### src/pfm_pkg.sv
// Package of constants for the port function multiplexer
package pfm_pkg;
    // Function select codes per port bit
    localparam logic [1:0] FN_PORT = 2'h0;
    localparam logic [1:0] FN_SECOND = 2'h1;
    localparam logic [1:0] FN_THIRD = 2'h2;
    // Edge select codes for maskable interrupts
    localparam logic EDGE_RISE = 1'h0;
    localparam logic EDGE_FALL = 1'h1;
    // Reset values
    localparam logic [1:0] SEL_RST = 2'h0;
    localparam logic RST_SYNC_RST = 1'h0;
    // Port widths
    localparam int P0_W = 8;
    localparam int P1_W = 2;
    localparam int P2_W = 3;
    localparam int P3_W = 6;
    localparam int P4_W = 8;
    // Bit positions on port 4
    localparam int P4_SDA = 0;
    localparam int P4_SCL = 1;
    localparam int P4_RXD = 2;
    localparam int P4_TXD = 3;
    localparam int P4_CKA = 4;
    localparam int P4_CKB = 5;
    localparam int P4_CKC = 6;
    localparam int P4_PB = 7;
    // Bit positions elsewhere
    localparam int P0_RXD = 2;
    localparam int P3_PC = 0;
    localparam int P3_PA = 4;
    localparam int P3_PB = 5;
    localparam int P2_SLOW = 0;
    localparam int P2_FAST = 1;
    localparam int P2_TONE = 2;
endpackage : pfm_pkg

### src/pfm_sync.sv
// Two-flop synchroniser bank for pin inputs
`timescale 1ns/1ps
`default_nettype none
module pfm_sync #(
    parameter int W = 8
) (
    input wire logic clk,
    input wire logic arst_n,
    input wire logic [W-1:0] d,
    output logic [W-1:0] q
);
    logic [W-1:0] meta_ff;
    logic [W-1:0] q_ff;

    // First stage read only by second stage
    always_ff @(posedge clk or negedge arst_n) begin
        if (!arst_n) begin
            meta_ff <= '0;
            q_ff <= '0;
        end else begin
            meta_ff <= d;
            q_ff <= meta_ff;
        end
    end
    assign q = q_ff;
endmodule : pfm_sync
`default_nettype wire

### src/pfm_edge.sv
// Per-bit edge detector for interrupt pins
`timescale 1ns/1ps
`default_nettype none
module pfm_edge #(
    parameter int W = 8
) (
    input wire logic clk,
    input wire logic arst_n,
    input wire logic [W-1:0] lvl,
    input wire logic [W-1:0] en,
    input wire logic [W-1:0] fall_sel,
    input wire logic [W-1:0] both,
    output logic [W-1:0] pulse
);
    logic [W-1:0] prev_ff;
    logic [W-1:0] pulse_ff;

    // Previous level store
    always_ff @(posedge clk or negedge arst_n) begin
        if (!arst_n) begin
            prev_ff <= '0;
        end else begin
            prev_ff <= lvl;
        end
    end

    // Per-bit edge qualification
    genvar i;
    for (i = 0; i < W; i++) begin : g_bit
        always_ff @(posedge clk or negedge arst_n) begin
            if (!arst_n) begin
                pulse_ff[i] <= 1'h0;
            end else if (both[i]) begin
                pulse_ff[i] <= en[i] & (lvl[i] ^ prev_ff[i]);
            end else if (fall_sel[i]) begin
                pulse_ff[i] <= en[i] & prev_ff[i] & ~lvl[i];
            end else begin
                pulse_ff[i] <= en[i] & ~prev_ff[i] & lvl[i];
            end
        end

    end
    assign pulse = pulse_ff;
endmodule : pfm_edge
`default_nettype wire

### src/pfm_port_mux.sv
// Port function multiplexer top: pins to peripherals and interrupts
//
// Operation
// - Reset low holds system reset asserted
// - Reset release lets program execution begin
// - Alternate function takes pin from port
// - Non-maskable pin requests on both edges
// - Eight maskable pins: per-bit enable, edge
// - UART transmit on port 4 bit 3
// - UART receive from P4.2 or P0.2
// - I2C data on P4.0, open drain
// - I2C clock on P4.1, open drain
// - Serial clock tertiary on P4.1 or P4.5
// - Serial data in from P4.0 or P4.4
// - Serial data out on P4.2 or P4.6
// - Pulse channel A on P4.3 or P3.4
// - Pulse channel B on P4.7 or P3.5
// - Pulse channel C on P2.0 or P3.0
// - P4.4 clocks timer A and RC converter B
// - P4.5 clocks timer B and, as tertiary, the serial clock
// - Pulse C clock from P0.2
// - Slow clock P2.0, fast clock P2.1
// - Tone on P2.2, selectable polarity
// - Fast oscillator replaces port 1 bits
// - RC converter B on P4.4 to P4.7
`timescale 1ns/1ps
`default_nettype none
module pfm_port_mux #(
    parameter int P0W = pfm_pkg::P0_W
) (
    input wire logic clk,
    input wire logic arst_n,
    input wire logic reset_pin_n,
    output logic sys_reset,
    input wire logic nmi_pin,
    output logic nmi_req,
    input wire logic [P0W-1:0] input_port_zero_bits,
    input wire logic [P0W-1:0] ext_irq_en,
    input wire logic [P0W-1:0] ext_irq_fall,
    output logic [P0W-1:0] ext_irq_inputs,
    output logic [P0W-1:0] port0_rd,
    input wire logic [1:0] input_port_one_bits,
    input wire logic [1:0] port1_osc_sel,
    output logic [1:0] port1_rd,
    output logic fast_osc_in,
    input wire logic fast_osc_out,
    output logic fast_osc_out_oe,
    output logic fast_osc_out_pin,
    input wire logic [2:0] port2_wr,
    input wire logic [5:0] port2_sel,
    output logic [2:0] output_port_two_bits,
    input wire logic slow_clock_out,
    input wire logic fast_clock_out,
    input wire logic tone_out,
    input wire logic tone_invert,
    input wire logic [5:0] io_port_three_bits_in,
    output logic [5:0] io_port_three_bits_out,
    output logic [5:0] io_port_three_bits_oe,
    input wire logic [5:0] port3_wr,
    input wire logic [5:0] port3_dir,
    input wire logic [11:0] port3_sel,
    output logic [5:0] port3_rd,
    input wire logic [7:0] io_port_four_bits_in,
    output logic [7:0] io_port_four_bits_out,
    output logic [7:0] io_port_four_bits_oe,
    input wire logic [7:0] port4_wr,
    input wire logic [7:0] port4_dir,
    input wire logic [15:0] port4_sel,
    output logic [7:0] port4_rd,
    input wire logic uart_tx_out,
    output logic uart_rx_in,
    input wire logic i2c_sda_low,
    input wire logic i2c_scl_low,
    output logic i2c_sda_in,
    output logic i2c_scl_in,
    input wire logic sync_serial_clock_out,
    input wire logic sync_serial_clock_oe,
    output logic sync_serial_clock,
    output logic sync_serial_data_in,
    input wire logic sync_serial_data_out,
    input wire logic pulse_out_ch_a,
    input wire logic pulse_out_ch_b,
    input wire logic pulse_out_ch_c,
    output logic timer_a_ext_clock,
    output logic timer_b_ext_clock,
    output logic pulse_c_ext_clock,
    output logic rc_conv_b_osc_in,
    input wire logic rc_conv_b_ref_cap,
    input wire logic rc_conv_b_ref_res,
    input wire logic rc_conv_b_sensor_res
);
    logic [1:0] rst_sync;
    logic nmi_s;
    logic [P0W-1:0] p0_s;
    logic [1:0] p1_s;
    logic [5:0] p3_s;
    logic [7:0] p4_s;
    logic [1:0] s4 [8];
    logic [1:0] s3 [6];
    logic [1:0] s2 [3];
    logic [2:0] p2_nxt;
    logic [5:0] p3_out, p3_oe;
    logic [7:0] p4_out, p4_oe;
    logic [P0W-1:0] irq_pulse;
    logic nmi_pulse;
    logic [2:0] p2_ff;
    logic [5:0] p3_out_ff, p3_oe_ff;
    logic [7:0] p4_out_ff, p4_oe_ff;

    // ------------------------------------------------------------
    // Pin input synchronisers
    // ------------------------------------------------------------
    // Reset pin: two stages, low holds reset
    pfm_sync #(.W(2)) u_sync_rst (
        .clk(clk), .arst_n(arst_n),
        .d({reset_pin_n, nmi_pin}), .q(rst_sync)
    );
    pfm_sync #(.W(P0W)) u_sync_p0 (
        .clk(clk), .arst_n(arst_n),
        .d(input_port_zero_bits), .q(p0_s)
    );
    pfm_sync #(.W(16)) u_sync_p134 (
        .clk(clk), .arst_n(arst_n),
        .d({input_port_one_bits, io_port_three_bits_in,
            io_port_four_bits_in}),
        .q({p1_s, p3_s, p4_s})
    );
    assign nmi_s = rst_sync[0];
    // System reset follows the synchronised reset pin
    assign sys_reset = ~rst_sync[1];
    // ------------------------------------------------------------
    // Function select unpacking
    // ------------------------------------------------------------
    // Two bits per pin; zero means port after reset
    genvar g;
    for (g = 0; g < 8; g++) begin : g_s4
        assign s4[g] = port4_sel[2*g+1:2*g];
    end
    for (g = 0; g < 6; g++) begin : g_s3
        assign s3[g] = port3_sel[2*g+1:2*g];
    end
    for (g = 0; g < 3; g++) begin : g_s2
        assign s2[g] = port2_sel[2*g+1:2*g];
    end
    // ------------------------------------------------------------
    // Interrupts
    // ------------------------------------------------------------
    // Maskable: per-bit enable and edge; non-maskable: both edges
    pfm_edge #(.W(P0W+1)) u_edge (
        .clk(clk), .arst_n(arst_n),
        .lvl({nmi_s, p0_s}),
        .en({1'h1, ext_irq_en}),
        .fall_sel({1'h0, ext_irq_fall}),
        .both({1'h1, {P0W{1'h0}}}),
        .pulse({nmi_pulse, irq_pulse})
    );
    assign nmi_req = nmi_pulse;
    assign ext_irq_inputs = irq_pulse;
    assign port0_rd = p0_s;
    // ------------------------------------------------------------
    // Peripheral inputs from pins
    // ------------------------------------------------------------
    // Port 1: oscillator takes the pin away from the port
    assign port1_rd = p1_s & ~port1_osc_sel;
    assign fast_osc_in = port1_osc_sel[0] & p1_s[0];
    assign fast_osc_out_oe = port1_osc_sel[1];
    assign fast_osc_out_pin = port1_osc_sel[1] & fast_osc_out;
    // UART receive: secondary on P4.2, else primary on P0.2
    assign uart_rx_in = (s4[pfm_pkg::P4_RXD] == pfm_pkg::FN_SECOND) ?
                        p4_s[pfm_pkg::P4_RXD] : p0_s[pfm_pkg::P0_RXD];
    // I2C line levels seen by the controller
    assign i2c_sda_in = p4_s[pfm_pkg::P4_SDA];
    assign i2c_scl_in = p4_s[pfm_pkg::P4_SCL];
    // Serial clock and data in from whichever pin is selected
    assign sync_serial_clock =
        (s4[pfm_pkg::P4_CKB] == pfm_pkg::FN_THIRD) ?
        p4_s[pfm_pkg::P4_CKB] : p4_s[pfm_pkg::P4_SCL];
    assign sync_serial_data_in =
        (s4[pfm_pkg::P4_CKA] == pfm_pkg::FN_THIRD) ?
        p4_s[pfm_pkg::P4_CKA] : p4_s[pfm_pkg::P4_SDA];
    // External clocks on primary function
    assign timer_a_ext_clock = p4_s[pfm_pkg::P4_CKA];
    assign timer_b_ext_clock = p4_s[pfm_pkg::P4_CKB];
    assign pulse_c_ext_clock = p0_s[pfm_pkg::P0_RXD];
    assign rc_conv_b_osc_in = p4_s[pfm_pkg::P4_CKA];
    // ------------------------------------------------------------
    // Port reads: an alternate function masks the port
    // ------------------------------------------------------------
    for (g = 0; g < 8; g++) begin : g_rd4
        assign port4_rd[g] = (s4[g] == pfm_pkg::FN_PORT) & p4_s[g];
    end
    for (g = 0; g < 6; g++) begin : g_rd3
        assign port3_rd[g] = (s3[g] == pfm_pkg::FN_PORT) & p3_s[g];
    end
    // ------------------------------------------------------------
    // Output port 2 next value
    // ------------------------------------------------------------
    always_comb begin
        p2_nxt = port2_wr;
        if (s2[pfm_pkg::P2_SLOW] == pfm_pkg::FN_SECOND) begin
            p2_nxt[pfm_pkg::P2_SLOW] = slow_clock_out;
        end else if (s2[pfm_pkg::P2_SLOW] == pfm_pkg::FN_THIRD) begin
            p2_nxt[pfm_pkg::P2_SLOW] = pulse_out_ch_c;
        end
        if (s2[pfm_pkg::P2_FAST] == pfm_pkg::FN_SECOND) begin
            p2_nxt[pfm_pkg::P2_FAST] = fast_clock_out;
        end
        if (s2[pfm_pkg::P2_TONE] == pfm_pkg::FN_SECOND) begin
            p2_nxt[pfm_pkg::P2_TONE] = tone_out ^ tone_invert;
        end
    end
    // ------------------------------------------------------------
    // Port 3 drive
    // ------------------------------------------------------------
    always_comb begin
        p3_out = port3_wr;
        p3_oe = port3_dir;
        for (int i = 0; i < 6; i++) begin
            if (s3[i] != pfm_pkg::FN_PORT) begin
                p3_out[i] = 1'h0;
                p3_oe[i] = 1'h0;
            end
        end
        if (s3[pfm_pkg::P3_PC] == pfm_pkg::FN_THIRD) begin
            p3_out[pfm_pkg::P3_PC] = pulse_out_ch_c;
            p3_oe[pfm_pkg::P3_PC] = 1'h1;
        end
        if (s3[pfm_pkg::P3_PA] == pfm_pkg::FN_THIRD) begin
            p3_out[pfm_pkg::P3_PA] = pulse_out_ch_a;
            p3_oe[pfm_pkg::P3_PA] = 1'h1;
        end
        if (s3[pfm_pkg::P3_PB] == pfm_pkg::FN_THIRD) begin
            p3_out[pfm_pkg::P3_PB] = pulse_out_ch_b;
            p3_oe[pfm_pkg::P3_PB] = 1'h1;
        end
    end
    // ------------------------------------------------------------
    // Port 4 drive
    // ------------------------------------------------------------
    always_comb begin
        p4_out = port4_wr;
        p4_oe = port4_dir;
        for (int i = 0; i < 8; i++) begin
            if (s4[i] != pfm_pkg::FN_PORT) begin
                p4_out[i] = 1'h0;
                p4_oe[i] = 1'h0;
            end
        end
        // I2C open drain: enable only while pulling low
        if (s4[pfm_pkg::P4_SDA] == pfm_pkg::FN_SECOND) begin
            p4_oe[pfm_pkg::P4_SDA] = i2c_sda_low;
        end
        if (s4[pfm_pkg::P4_SCL] == pfm_pkg::FN_SECOND) begin
            p4_oe[pfm_pkg::P4_SCL] = i2c_scl_low;
        end else if (s4[pfm_pkg::P4_SCL] == pfm_pkg::FN_THIRD) begin
            p4_out[pfm_pkg::P4_SCL] = sync_serial_clock_out;
            p4_oe[pfm_pkg::P4_SCL] = sync_serial_clock_oe;
        end
        if (s4[pfm_pkg::P4_CKB] == pfm_pkg::FN_SECOND) begin
            p4_out[pfm_pkg::P4_CKB] = rc_conv_b_ref_cap;
            p4_oe[pfm_pkg::P4_CKB] = 1'h1;
        end else if (s4[pfm_pkg::P4_CKB] == pfm_pkg::FN_THIRD) begin
            p4_out[pfm_pkg::P4_CKB] = sync_serial_clock_out;
            p4_oe[pfm_pkg::P4_CKB] = sync_serial_clock_oe;
        end
        if (s4[pfm_pkg::P4_RXD] == pfm_pkg::FN_THIRD) begin
            p4_out[pfm_pkg::P4_RXD] = sync_serial_data_out;
            p4_oe[pfm_pkg::P4_RXD] = 1'h1;
        end
        if (s4[pfm_pkg::P4_CKC] == pfm_pkg::FN_SECOND) begin
            p4_out[pfm_pkg::P4_CKC] = rc_conv_b_ref_res;
            p4_oe[pfm_pkg::P4_CKC] = 1'h1;
        end else if (s4[pfm_pkg::P4_CKC] == pfm_pkg::FN_THIRD) begin
            p4_out[pfm_pkg::P4_CKC] = sync_serial_data_out;
            p4_oe[pfm_pkg::P4_CKC] = 1'h1;
        end
        if (s4[pfm_pkg::P4_TXD] == pfm_pkg::FN_SECOND) begin
            p4_out[pfm_pkg::P4_TXD] = uart_tx_out;
            p4_oe[pfm_pkg::P4_TXD] = 1'h1;
        end else if (s4[pfm_pkg::P4_TXD] == pfm_pkg::FN_THIRD) begin
            p4_out[pfm_pkg::P4_TXD] = pulse_out_ch_a;
            p4_oe[pfm_pkg::P4_TXD] = 1'h1;
        end
        if (s4[pfm_pkg::P4_PB] == pfm_pkg::FN_SECOND) begin
            p4_out[pfm_pkg::P4_PB] = rc_conv_b_sensor_res;
            p4_oe[pfm_pkg::P4_PB] = 1'h1;
        end else if (s4[pfm_pkg::P4_PB] == pfm_pkg::FN_THIRD) begin
            p4_out[pfm_pkg::P4_PB] = pulse_out_ch_b;
            p4_oe[pfm_pkg::P4_PB] = 1'h1;
        end
    end
    // ------------------------------------------------------------
    // Output registers
    // ------------------------------------------------------------
    // Port pins come from flops; reset leaves ports 3 and 4 undriven and drives port 2 low
    always_ff @(posedge clk or negedge arst_n) begin
        if (!arst_n) begin
            p2_ff <= '0;
            p3_out_ff <= '0;
            p3_oe_ff <= '0;
            p4_out_ff <= '0;
            p4_oe_ff <= '0;
        end else begin
            p2_ff <= p2_nxt;
            p3_out_ff <= p3_out;
            p3_oe_ff <= p3_oe;
            p4_out_ff <= p4_out;
            p4_oe_ff <= p4_oe;
        end
    end
    assign output_port_two_bits = p2_ff;
    assign io_port_three_bits_out = p3_out_ff;
    assign io_port_three_bits_oe = p3_oe_ff;
    assign io_port_four_bits_out = p4_out_ff;
    assign io_port_four_bits_oe = p4_oe_ff;
endmodule : pfm_port_mux
`default_nettype wire

### config.mk
export PLATFORM = sky130hd
export DESIGN_NAME = pfm_port_mux
export DESIGN_NICKNAME = d
export VERILOG_FILES = /design/src/pfm_pkg.sv /design/src/pfm_sync.sv /design/src/pfm_edge.sv /design/src/pfm_port_mux.sv
export SDC_FILE = /design/constraint.sdc
export NUM_CORES = 1
export LEC_CHECK = 0
export ABC_AREA = 1
export BUFFER_PORTS_ARGS = -buffer_cell sky130_fd_sc_hd__buf_2
export CORE_ASPECT_RATIO = 1.2
export CORE_MARGIN = 1
export CORE_UTILIZATION = 40
export DETAILED_ROUTE_END_ITERATION = 8
export PLACE_DENSITY = 0.74
export RECOVER_POWER = 100
export SLEW_MARGIN = 30
export SYNTH_ARGS = -nofsm -noshare
export SYNTH_HDL_FRONTEND = slang
export SYNTH_HIERARCHICAL = 1
export SYNTH_SLANG_ARGS = --single-unit
### constraint.sdc
create_clock -name clk -period 0.9 [get_ports clk]
set_clock_uncertainty 0.2 [all_clocks]
set_input_delay 0.18 -clock clk [delete_from_list [all_inputs] [get_ports clk]]
set_output_delay 0.18 -clock clk [all_outputs]
set_load 0.1 [all_outputs]
==> impl_summary.txt, run 1 <==
----------------------------------------------------
[Floorplanning]
  Site Rows ... 38
  Initial core utilization ... 41.1%
  Core region area ... ~9000 µm²
  Boundary pin count ... between 200 and 250
  Area enclosed by the die boundary ... 9680 µm²
  Die Wd ... around 90 µm
  DIE HEIGHT ... 108 µm

[Synthesis]
  EDFF count, synth ... 0
  Number of distinct library cells after synthesis ... 17
  Most instantiated cells after synthesis ... sky130_fd_sc_hd__dfrtp_1, sky130_fd_sc_hd__nand2_1, sky130_fd_sc_hd__inv_1
  Mapped Cells ... 385
  Cell area after technology mapping ... roughly 3700 µm²
  Mean instance size in the synthesized netlist ... ~9.7 µm²
  Primary flip-flop cell chosen by synthesis mapping ... sky130_fd_sc_hd__dfrtp_1
  Yosys reg bits ... 101
  Count leader, synth ... sky130_fd_sc_hd__dfrtp_1
  Top post-synthesis cells by area ... sky130_fd_sc_hd__dfrtp_1, sky130_fd_sc_hd__nand2_1, sky130_fd_sc_hd__inv_1
  Post-synthesis cell type with the largest combined area ... sky130_fd_sc_hd__dfrtp_1
  Share of synthesized area occupied by flip-flops and latches ... between 60% and 70%
  Area share of the leading cell type in the synthesized netlist ... between 60% and 70%
  Async set-reset flop share out of synthesis ... 100%
  Yosys warning count ... 6

[Timing]
  Fmax ... 628 MHz
  Crit path time final ... 1.59 ns
  Final setup margin ... -0.693 ns
  Final critical-path share of the clock period ... 177%
  Setup TNS Final ... -50.02 ns
  Final Max Tran Viols ... 0
  Number of endpoints with negative hold slack in the final report ... 33
  Unrepaired setup endpoints after global routing ... true
  Final setup violation count ... 190
  Final hold slack ... -0.177 ns

[Clock tree]
  Cell at the root of the clock tree ... sky130_fd_sc_hd__clkbuf_8
  Clock latency at the later pin of the worst-skew pair ... 0.36 ns
  H-tree depth reported by CTS ... 3
  Total CTS buffers ... 9
  TritonCTS clock tree ... done
  CTS clk-pin slew, worst paths ... 0.09 ns
  Clock net sink count ... approximately 100
  Clock Path Buffers ... 2
  Count of hold buffers inserted by post-cts repair ... 47

[Critical path]
  Max Fanout on Critical Path ... 3
  Crit path required time ... 0.52 ns
  Flop-to-flop setup slack ... -0.45 ns
  R2R Path Start ... u_sync_p0/q[2]
  Setup CP Type ... register to output port
  Capturing point of the worst reg2reg path ... u_edge/pulse[2]
  Critical path endpoint category ... output port
  Nature of the critical path startpoint ... register
  Data arrival at the endpoint of the critical path ... roughly 1.2 ns
  Worst Reg2Reg Path Length in Cells ... 6

[Global route]
  Global routing usage summed across all routing layers ... 26.5%
  Wire length of the first global-routing pass ... between 15 and 20 mm
  Antenna violations before repair ... 1
  Via count of the first global-routing pass ... 4269
  Largest net degree at the start of global routing ... 32
  Gr ovfl total ... 0

[Route]
  Drt first-iter violations ... 106
  Residual DRC ... 0
  Router iterations before antenna repair ... 5
  Routed Antenna Nets ... 0
  Total Routed Length ... 12.9 mm
  Detailed-route via count ... 3763
  Routed via count divided by cell count ... between 4 and 5
  DR WL/cell ... about 16 µm

[Final layout]
  Net count, final ... a little over 800
  Core occupancy in the finished layout ... 85.3%
  Post-route non-filler standard cell count ... roughly 820
  Fraction of final layout cells with drive strength greater than 1 ... 52.0%
  Area added between synthesis and finish ... 107%

[Hold path]
  Worst hold start ... port4_sel[1]
  Sink of the worst hold path ... io_port_four_bits_oe[0]
  Type of the tightest min-delay check ... primary input to register
  Number of stages on the worst hold path ... 2

[Placed design]
  Final weighted congestion in routability-driven placement ... 0.792
  Placed cell count ... 747
  Setup Slack @ Placement ... -0.357 ns
  Number of buffers inserted by port buffering ... 204
  Detailed Place HPWL ... roughly 7.9 mm

[Pwr]
  Cell leakage power ... 3.79 nW
  PD cells ... 1610 nW/µm²
  Largest voltage drop on the vdd net ... 1.38 mV

[Status]
  Status ... finished with violations
  Violations in the final reports ... hold timing, setup timing

[Job]
  Count of maximum capacitance violations ... 0

----------------------------------------------------
[per-stage QoR]
stage	area [µm²]	power, mW	hold slack [ns]
after floorplan	4210	7.01	-0.316
after global placement	6750	8.52	-0.156
after detailed placement	6750	8.61	-0.157
after CTS	7670	12.4	-0.237
after global routing	7710	12.9	-0.199
final	7710	12.4	-0.177
[layout make-up]
class / count / area [µm²]
Clock inverter: 3 / 90.1
Clock buffer: 13 / 169
Tap cell: 120 / 150
Fill cell: 439 / 1330
Multi-Input combinational cell: 212 / 1230
Sequential cell: 101 / 2720
Timing Repair Buffer: 286 / 3020
Antenna cell: 1 / 2.50
Inverter: 79 / 315
[placed cells by master (no fill, tap or decap), types with 13 or more instances in the layout]
cell type,count
sky130_fd_sc_hd__inv_1,65
sky130_fd_sc_hd__nand2_1,81
sky130_fd_sc_hd__nor2_1,32
sky130_fd_sc_hd__buf_2,108
sky130_fd_sc_hd__buf_12,81
sky130_fd_sc_hd__buf_6,13
sky130_fd_sc_hd__nand3_1,18
sky130_fd_sc_hd__buf_4,21
sky130_fd_sc_hd__dlygate4sd3_1,46
sky130_fd_sc_hd__clkbuf_1,13
sky130_fd_sc_hd__dfrtp_4,52
sky130_fd_sc_hd__dfrtp_1,49
[worst max-delay path, stage by stage (launching register included)]
cell                      delay [ns]
sky130_fd_sc_hd__dfrtp_4        0.44
sky130_fd_sc_hd__nor3b_4        0.22
sky130_fd_sc_hd__buf_12         0.20
[layer usage]
metal	routed length, µm	part of all wire, %	track usage (%)	vias to the layer above
met1	4040	31	23.5	1804
met3	580	4.5	5.23	51
li1	-	-	-	1740
met5	0	0	0	-
met2	7520	58	52.7	168
met4	718	5.6	19.1	0
[registers in the layout, summed over array words and instances (netlist names)]
register	flops
u_sync_rst/q	2
u_edge/pulse	9
u_sync_p0/q	8
u_sync_p134/q	16
u_sync_p0/meta_ff	8
u_sync_rst/meta_ff	2
u_edge/prev_ff	9
io_port_three_bits_oe	6
output_port_two_bits	3
io_port_three_bits_out	6
io_port_four_bits_out	8
io_port_four_bits_oe	8
u_sync_p134/meta_ff	16
[report_power, final]
| part | total (mW) | switching (mW) | internal [mW] |
|---|---|---|---|
| logic | 3.77 | 2.31 | 1.46 |
| clock network | 3.58 | 1.50 | 2.08 |
| registers | 5.09 | 0.210 | 4.89 |
[kinds of logic (layout without fill, tap and decap cells)]
group	count (synthesis)	count (layout)	share of synthesized area [%]
buf+inv	82	381	8.59
compound gates	14	14	2.09
simple gates	186	186	21.1
flops	101	101	68.0
other cells	2	13	0.202
[worst max path at each step]
stage,startpoint,to,slack (ns),cells after the start
2_1_floorplan,u_sync_p134/q[5],port4_rd[5],-0.99,1
3_3_place_gp,port4_sel[0],port4_rd[0],-0.34,4
3_5_place_dp,port4_sel[11],sync_serial_clock,-0.36,6
4_1_cts,u_sync_p134/q[5],sync_serial_clock,-0.71,3
5_1_grt,u_sync_p134/q[5],port4_rd[5],-0.75,2
6_report,u_sync_p134/q[5],port4_rd[5],-0.69,2
[repair_timing]
item / CTS / global route
resized for setup: 36 / 33
buffers inserted: 10 / 5
pin swaps: 8 / 20
hold endpoints to repair: 166 / 34
setup endpoints to repair: 86 / 103
Note: power is estimated with default switching activity, not from simulation.
==> run 2, diff against run 1 <==
CELL_PAD_IN_SITES_DETAIL_PLACEMENT = 1   (was unset)
CELL_PAD_IN_SITES_GLOBAL_PLACEMENT = 1   (was unset)
CORE_UTILIZATION = 28   (was 40)
PLACE_DENSITY = 0.73   (was 0.74)
==> impl_summary.txt, run 2 (synthesis gave the netlist of run 1 again) <==
----------------------------------------------------
[Global route]
  Global routing's busiest layer ... met2
  Via count of the first global-routing pass ... 4294 (+0.59%)
  Met2 layer usage reported by global route ... 40.5% (-12 points)
  Antenna violations before repair ... 0 (-1)
  Global routing usage summed across all routing layers ... 20.3% (-6.2 points)
  Fraction of met3 tracks used by global routing ... 5.34% (+0.11 points)
  Global routing met1 resource utilization ... 19.1% (-4.3 points)
  Largest net degree at the start of global routing ... 47 (+47%)
  Gr ovfl total ... 0 (unchanged)
  Wire length of the first global-routing pass ... 21.0 mm (+7.9%)

[Timing]
  Final setup margin ... -0.693 ns (+0.000885 ns)
  Final setup violation count ... 104 (-45%)
  Setup TNS Final ... -42.51 ns (+7.51 ns)
  Final Max Tran Viols ... 0 (unchanged)
  Unrepaired setup endpoints after global routing ... true
  Crit path time final ... 1.59 ns (-0.000885 ns)
  Final hold slack ... -0.204 ns (-0.0269 ns)
  Number of endpoints with negative hold slack in the final report ... 30 (-9.1%)
  Final critical-path share of the clock period ... 177% (about the same)
  Fmax ... 628 MHz (about the same)

[Final layout]
  Area added between synthesis and finish ... 108%
  Layout Cell Area excl Fill ... 7740 µm² (+0.41%)
  Fraction of final layout cells with drive strength greater than 1 ... 52.1% (+0.075 points)
  Most frequent cells in the layout ... sky130_fd_sc_hd__buf_2, sky130_fd_sc_hd__nand2_1, sky130_fd_sc_hd__buf_12, sky130_fd_sc_hd__inv_1, sky130_fd_sc_hd__dfrtp_4
  Net count, final ... 816 (-0.12%)
  Most common cell after layout, fill and taps aside ... sky130_fd_sc_hd__buf_2
  Core occupancy in the finished layout ... 60.5% (-25 points)
  Antenna diodes ... 0 (-1)
  Post-route non-filler standard cell count ... 857 (+5.2%)

[Critical path]
  Worst Reg2Reg Path Length in Cells ... 7 (+1)
  Data arrival at the endpoint of the critical path ... 1.21 ns (about the same)
  CP max-delay cell ... sky130_fd_sc_hd__dfrtp_4
  Bufs and invs on worst path ... 1 (unchanged)
  Family with the most delay on the worst path ... flip-flops
  Crit path required time ... 0.52 ns (about the same)
  Setup CP Type ... register to output port
  Max Fanout on Critical Path ... 3 (unchanged)
  Critical path, cell by cell ... nor3b_4, buf_12
  Longest individual stage delay on the worst path ... 0.42 ns (-0.02 ns)
  Nature of the critical path startpoint ... register
  Cell count along the critical path ... 2 (unchanged)
  Critical path endpoint category ... output port

[Route]
  DR WL/cell ... 16.2 µm (+2.9%)
  Residual DRC ... 0 (unchanged)
  Router iterations before antenna repair ... 4 (-1)
  Routed Antenna Nets ... 0 (unchanged)
  Total Routed Length ... 13.9 mm (+8.2%)
  Drt first-iter violations ... 69 (-35%)
  Routed via count divided by cell count ... 4.32 (-6.5%)
  Detailed-route via count ... 3701 (-1.6%)

[Pwr]
  PD cells ... 1650 nW/µm² (+2.4%)
  Cell leakage power ... 3.79 nW (about the same)
  Largest voltage drop on the vdd net ... 0.879 mV (-36%)

[Hold path]
  Number of stages on the worst hold path ... 2 (unchanged)
  Type of the tightest min-delay check ... primary input to register

[Floorplanning]
  Core region area ... 12800 µm² (+41%)
  Initial core utilization ... 29.1% (-12 points)
  Area enclosed by the die boundary ... 13700 µm² (+42%)
  Boundary pin count ... 205 (unchanged)
  Die Wd ... 107 µm (+19%)
  DIE HEIGHT ... 128 µm (+19%)
  Site Rows ... 45 (+18%)

[Placed design]
  Final weighted congestion in routability-driven placement ... 0.802 (+1.2%)
  Setup Slack @ Placement ... -0.387 ns (-0.0298 ns)
  Number of buffers inserted by port buffering ... 204 (unchanged)
  Detailed Place HPWL ... 9.93 mm (+25%)
  Area after detailed placement ... 6820 µm² (+1.1%)
  Placed cell count ... 792 (+6.0%)

[Status]
  Violations in the final reports ... hold timing, setup timing
  Status ... finished with violations

[Clock tree]
  Count of hold buffers inserted by post-cts repair ... 37 (-21%)
  Clock latency at the later pin of the worst-skew pair ... 0.34 ns (-0.02 ns)
  Cell at the root of the clock tree ... sky130_fd_sc_hd__clkbuf_16
  Total CTS buffers ... 9 (unchanged)
  Clock net sink count ... 101 (unchanged)
  CTS clk-pin slew, worst paths ... 0.07 ns (-0.02 ns)
  Clock Path Buffers ... 2 (unchanged)
  H-tree depth reported by CTS ... 3 (unchanged)
  TritonCTS clock tree ... done

[Job]
  Count of maximum capacitance violations ... 0 (unchanged)

----------------------------------------------------
-- run 2: cell count changes in the layout (fill, tap and decap cells not counted), moves of 6 or more --
cell and delta:
sky130_fd_sc_hd__clkbuf_8 -11, sky130_fd_sc_hd__clkbuf_1 +6, sky130_fd_sc_hd__clkbuf_16 +9, sky130_fd_sc_hd__dlygate4sd3_1 -12
-- run 2: final timing paths --
kind                                        start                        end  slack, ns
setup / recovery                 u_sync_p134/q[5]                port4_rd[5]      -0.69
hold / removal                       port4_sel[1]    io_port_four_bits_oe[0]      -0.20
setup reg to reg                   u_sync_p0/q[2]            u_edge/pulse[2]      -0.43
hold reg to reg            u_sync_p134/meta_ff[4]           u_sync_p134/q[4]       0.15
max in group asynchronous                  arst_n   io_port_three_bits_oe[0]      -0.01
min in group asynchronous                  arst_n  io_port_three_bits_out[1]       0.28
-- run 2: per-layer routing --
metal,wire (µm),vias to the layer above
met1,4440,1789
met4,484,0
met5,0,-
met2,8090,149
met3,902,32
li1,-,1731
-- run 2: where the power goes --
part | switching [mW] | internal [mW]
clock network | 1.70 | 2.24
registers | 0.217 | 4.89
logic | 2.30 | 1.44
-- run 2: timing repair --
item / 4_1_cts / 5_1_grt
gates resized for setup: 43 / 32
gates cloned: 0 / 1
endpoints found under the setup margin: 86 / 129
buffers inserted: 10 / 7
pin swaps: 11 / 23
endpoints found under the hold margin: 166 / 31
-- run 2: final cells by class --
type / instances / area [µm²]
Fill cell: 1366 / 5040
Sequential cell: 101 / 2720
Tap cell: 164 / 205
Multi-Input combinational cell: 212 / 1220
Clock buffer: 11 / 243
Timing Repair Buffer: 285 / 2970
Clock inverter: 5 / 58.8
Inverter: 79 / 315
-- run 2: per-stage QoR --
stage	power (mW)	hold WS [ns]
global route	13.3	-0.213
finish	12.8	-0.204
CTS	12.9	-0.229
global placement	8.56	-0.0120
floorplan	7.01	-0.316
detailed placement	8.68	-0.00835
==> run 3, diff against run 2 <==
GPL_ROUTABILITY_DRIVEN = 0   (was unset)
PLACE_DENSITY = 0.86   (was 0.73)
==> impl_summary.txt, run 3 (synthesis gave the netlist of run 1 again) <==
----------------------------------------------------
[Floorplanning]
  Die Wd ... 107 µm (unchanged)
  Site Rows ... 45 (unchanged)
  DIE HEIGHT ... 128 µm (unchanged)
  Core region area ... 12800 µm² (unchanged)
  Initial core utilization ... 29.1% (unchanged)
  Boundary pin count ... 205 (unchanged)
  Area enclosed by the die boundary ... 13700 µm² (unchanged)

[Clock tree]
  Clock Path Buffers ... 2 (unchanged)
  TritonCTS clock tree ... done
  H-tree depth reported by CTS ... 3 (unchanged)
  Clock net sink count ... 101 (unchanged)
  Cell at the root of the clock tree ... sky130_fd_sc_hd__clkbuf_16
  Total CTS buffers ... 9 (unchanged)
  Clock latency at the later pin of the worst-skew pair ... 0.33 ns (about the same)
  CTS clk-pin slew, worst paths ... 0.07 ns (about the same)
  Count of hold buffers inserted by post-cts repair ... 36 (-2.7%)

[Global route]
  Gr ovfl total ... 0 (unchanged)
  Wire length of the first global-routing pass ... 23.3 mm (+11%)
  Antenna violations before repair ... 0 (unchanged)
  Largest net degree at the start of global routing ... 36 (-23%)
  Global routing usage summed across all routing layers ... 22.9% (+2.5 points)
  Via count of the first global-routing pass ... 4516 (+5.2%)

[Final layout]
  Net count, final ... 808 (-0.98%)
  Most frequent cells in the layout ... sky130_fd_sc_hd__buf_2, sky130_fd_sc_hd__nand2_1, sky130_fd_sc_hd__buf_12, sky130_fd_sc_hd__inv_1, sky130_fd_sc_hd__dfrtp_4
  Fraction of final layout cells with drive strength greater than 1 ... 51.5% (-0.63 points)
  Antenna diodes ... 0 (unchanged)
  Layout Cell Area excl Fill ... 7650 µm² (-1.1%)
  Post-route non-filler standard cell count ... 848 (-1.1%)
  Most common cell after layout, fill and taps aside ... sky130_fd_sc_hd__buf_2
  Area added between synthesis and finish ... 106%

[Timing]
  Crit path time final ... 1.57 ns (-0.0276 ns)
  Final hold slack ... -0.327 ns (-0.123 ns)
  Final critical-path share of the clock period ... 174% (-3.1 points)
  Fmax ... 639 MHz (+1.8%)
  Unrepaired setup endpoints after global routing ... true
  Setup TNS Final ... -41.42 ns (+1.09 ns)
  Tightest Pin Transition ... around 0.71 ns
  Number of endpoints with negative hold slack in the final report ... 37 (+23%)
  Worst relative slew slack ... 52.4%
  Final setup margin ... -0.665 ns (+0.0276 ns)
  Final Max Tran Viols ... 0 (unchanged)
  Final setup violation count ... 94 (-9.6%)

[Placed design]
  Number of buffers inserted by port buffering ... 204 (unchanged)
  Detailed Place HPWL ... 10.7 mm (+7.9%)
  Area after detailed placement ... 6820 µm² (about the same)
  Placed cell count ... 794 (+0.25%)
  Setup Slack @ Placement ... -0.410 ns (-0.0227 ns)

[Critical path]
  Crit path required time ... 0.52 ns (about the same)
  Critical path endpoint category ... output port
  Max Fanout on Critical Path ... 3 (unchanged)
  Data arrival at the endpoint of the critical path ... 1.19 ns (-0.02 ns)
  Nature of the critical path startpoint ... register
  Setup CP Type ... register to output port

[Status]
  Status ... finished with violations
  Violations in the final reports ... hold timing, setup timing

[Pwr]
  Clock share of power ... 31.7% (+0.9 points)
  Net switching power figure ... 4.16 mW (-1.2%)
  Logic pwr share ... 28.9% (-0.4 points)
  Int Pwr ... 8.79 mW (+2.6%)
  Largest voltage drop on the vdd net ... 1.16 mV (+32%)
  Total design power ... 13.0 mW (+1.4%)
  Cell leakage power ... 3.76 nW (-0.82%)
  Part of the total power dissipated in sequential elements ... 39.4% (-0.5 points)
  PD cells ... 1690 nW/µm² (+2.5%)
  Switching Fraction ... 32.1% (-0.83 points)

[Route]
  Total Routed Length ... 15.0 mm (+8.2%)
  Routed via count divided by cell count ... 4.37 (+1.3%)
  DR WL/cell ... 17.7 µm (+9.3%)
  Routed Antenna Nets ... 0 (unchanged)
  Detailed-route via count ... 3709 (+0.22%)
  Router iterations before antenna repair ... 4 (unchanged)
  Residual DRC ... 0 (unchanged)
  Drt first-iter violations ... 80 (+16%)

[Job]
  Count of maximum capacitance violations ... 0 (unchanged)

[Hold path]
  Type of the tightest min-delay check ... primary input to async pin

----------------------------------------------------
## run 3: worst max-delay path, stage by stage (launching register included)
cell	delay, ns
sky130_fd_sc_hd__dfrtp_4	0.49
sky130_fd_sc_hd__nand2_1	0.12
sky130_fd_sc_hd__o21ai_4	0.08
sky130_fd_sc_hd__buf_12	0.17
## run 3: area by class of cell
type	instances	area (µm²)
fill	1335	5130
inverter	79	315
timing repair buffer	277	2880
sequential	101	2720
multi-input combinational	212	1210
clock inverter	4	72.6
tap	164	205
clock buffer	11	243
## run 3: what timing repair did
action                     in CTS  in global routing
setup endpoints to repair      87                103
pin swaps                      10                 14
setup buffers                  10                  3
resized for setup              39                 33
hold endpoints to repair      166                132
## run 3: per-stage QoR
step	utilization, %	hold slack [ns]
finish	59.9	-0.327
global route	59.9	-0.283
CTS	60.1	-0.516
detailed placement	53.4	-0.158
global placement	53.4	-0.154
floorplan	-	-0.316
## run 3: final timing paths
check / cells after the start / slack, ns / to / start
max reg2reg: 6 / -0.30 / u_edge/pulse[2] / u_sync_p0/q[2]
min: 1 / -0.33 / u_edge/prev_ff[4] / arst_n
max: 3 / -0.67 / sync_serial_clock / u_sync_p134/q[5]
max in group asynchronous: 2 / 0.11 / u_sync_p134/q[4] / arst_n
min reg2reg: 0 / 0.15 / u_sync_p0/q[2] / u_sync_p0/meta_ff[2]
min in group clk: 2 / -0.16 / io_port_four_bits_oe[0] / port4_sel[1]
## run 3: power groups by stage
stage                     combinational (mW)  clock, mW  sequential (mW)
after floorplan                        0.817          0             6.19
after global placement                  3.40          0             5.16
after detailed placement                3.52          0             5.19
after CTS                               3.74       4.20             5.10
after global routing                    3.90       4.33             5.14
final                                   3.74       4.11             5.11
## run 3: metal layers
metal / vias up / global-route usage (%) / wire length, µm
li1: 1715 / - / -
met1: 1801 / 20.8 / 4740
met2: 160 / 46.4 / 8840
met3: 33 / 5.74 / 1010
met4: 0 / 10.2 / 452
met5: - / 0 / 0
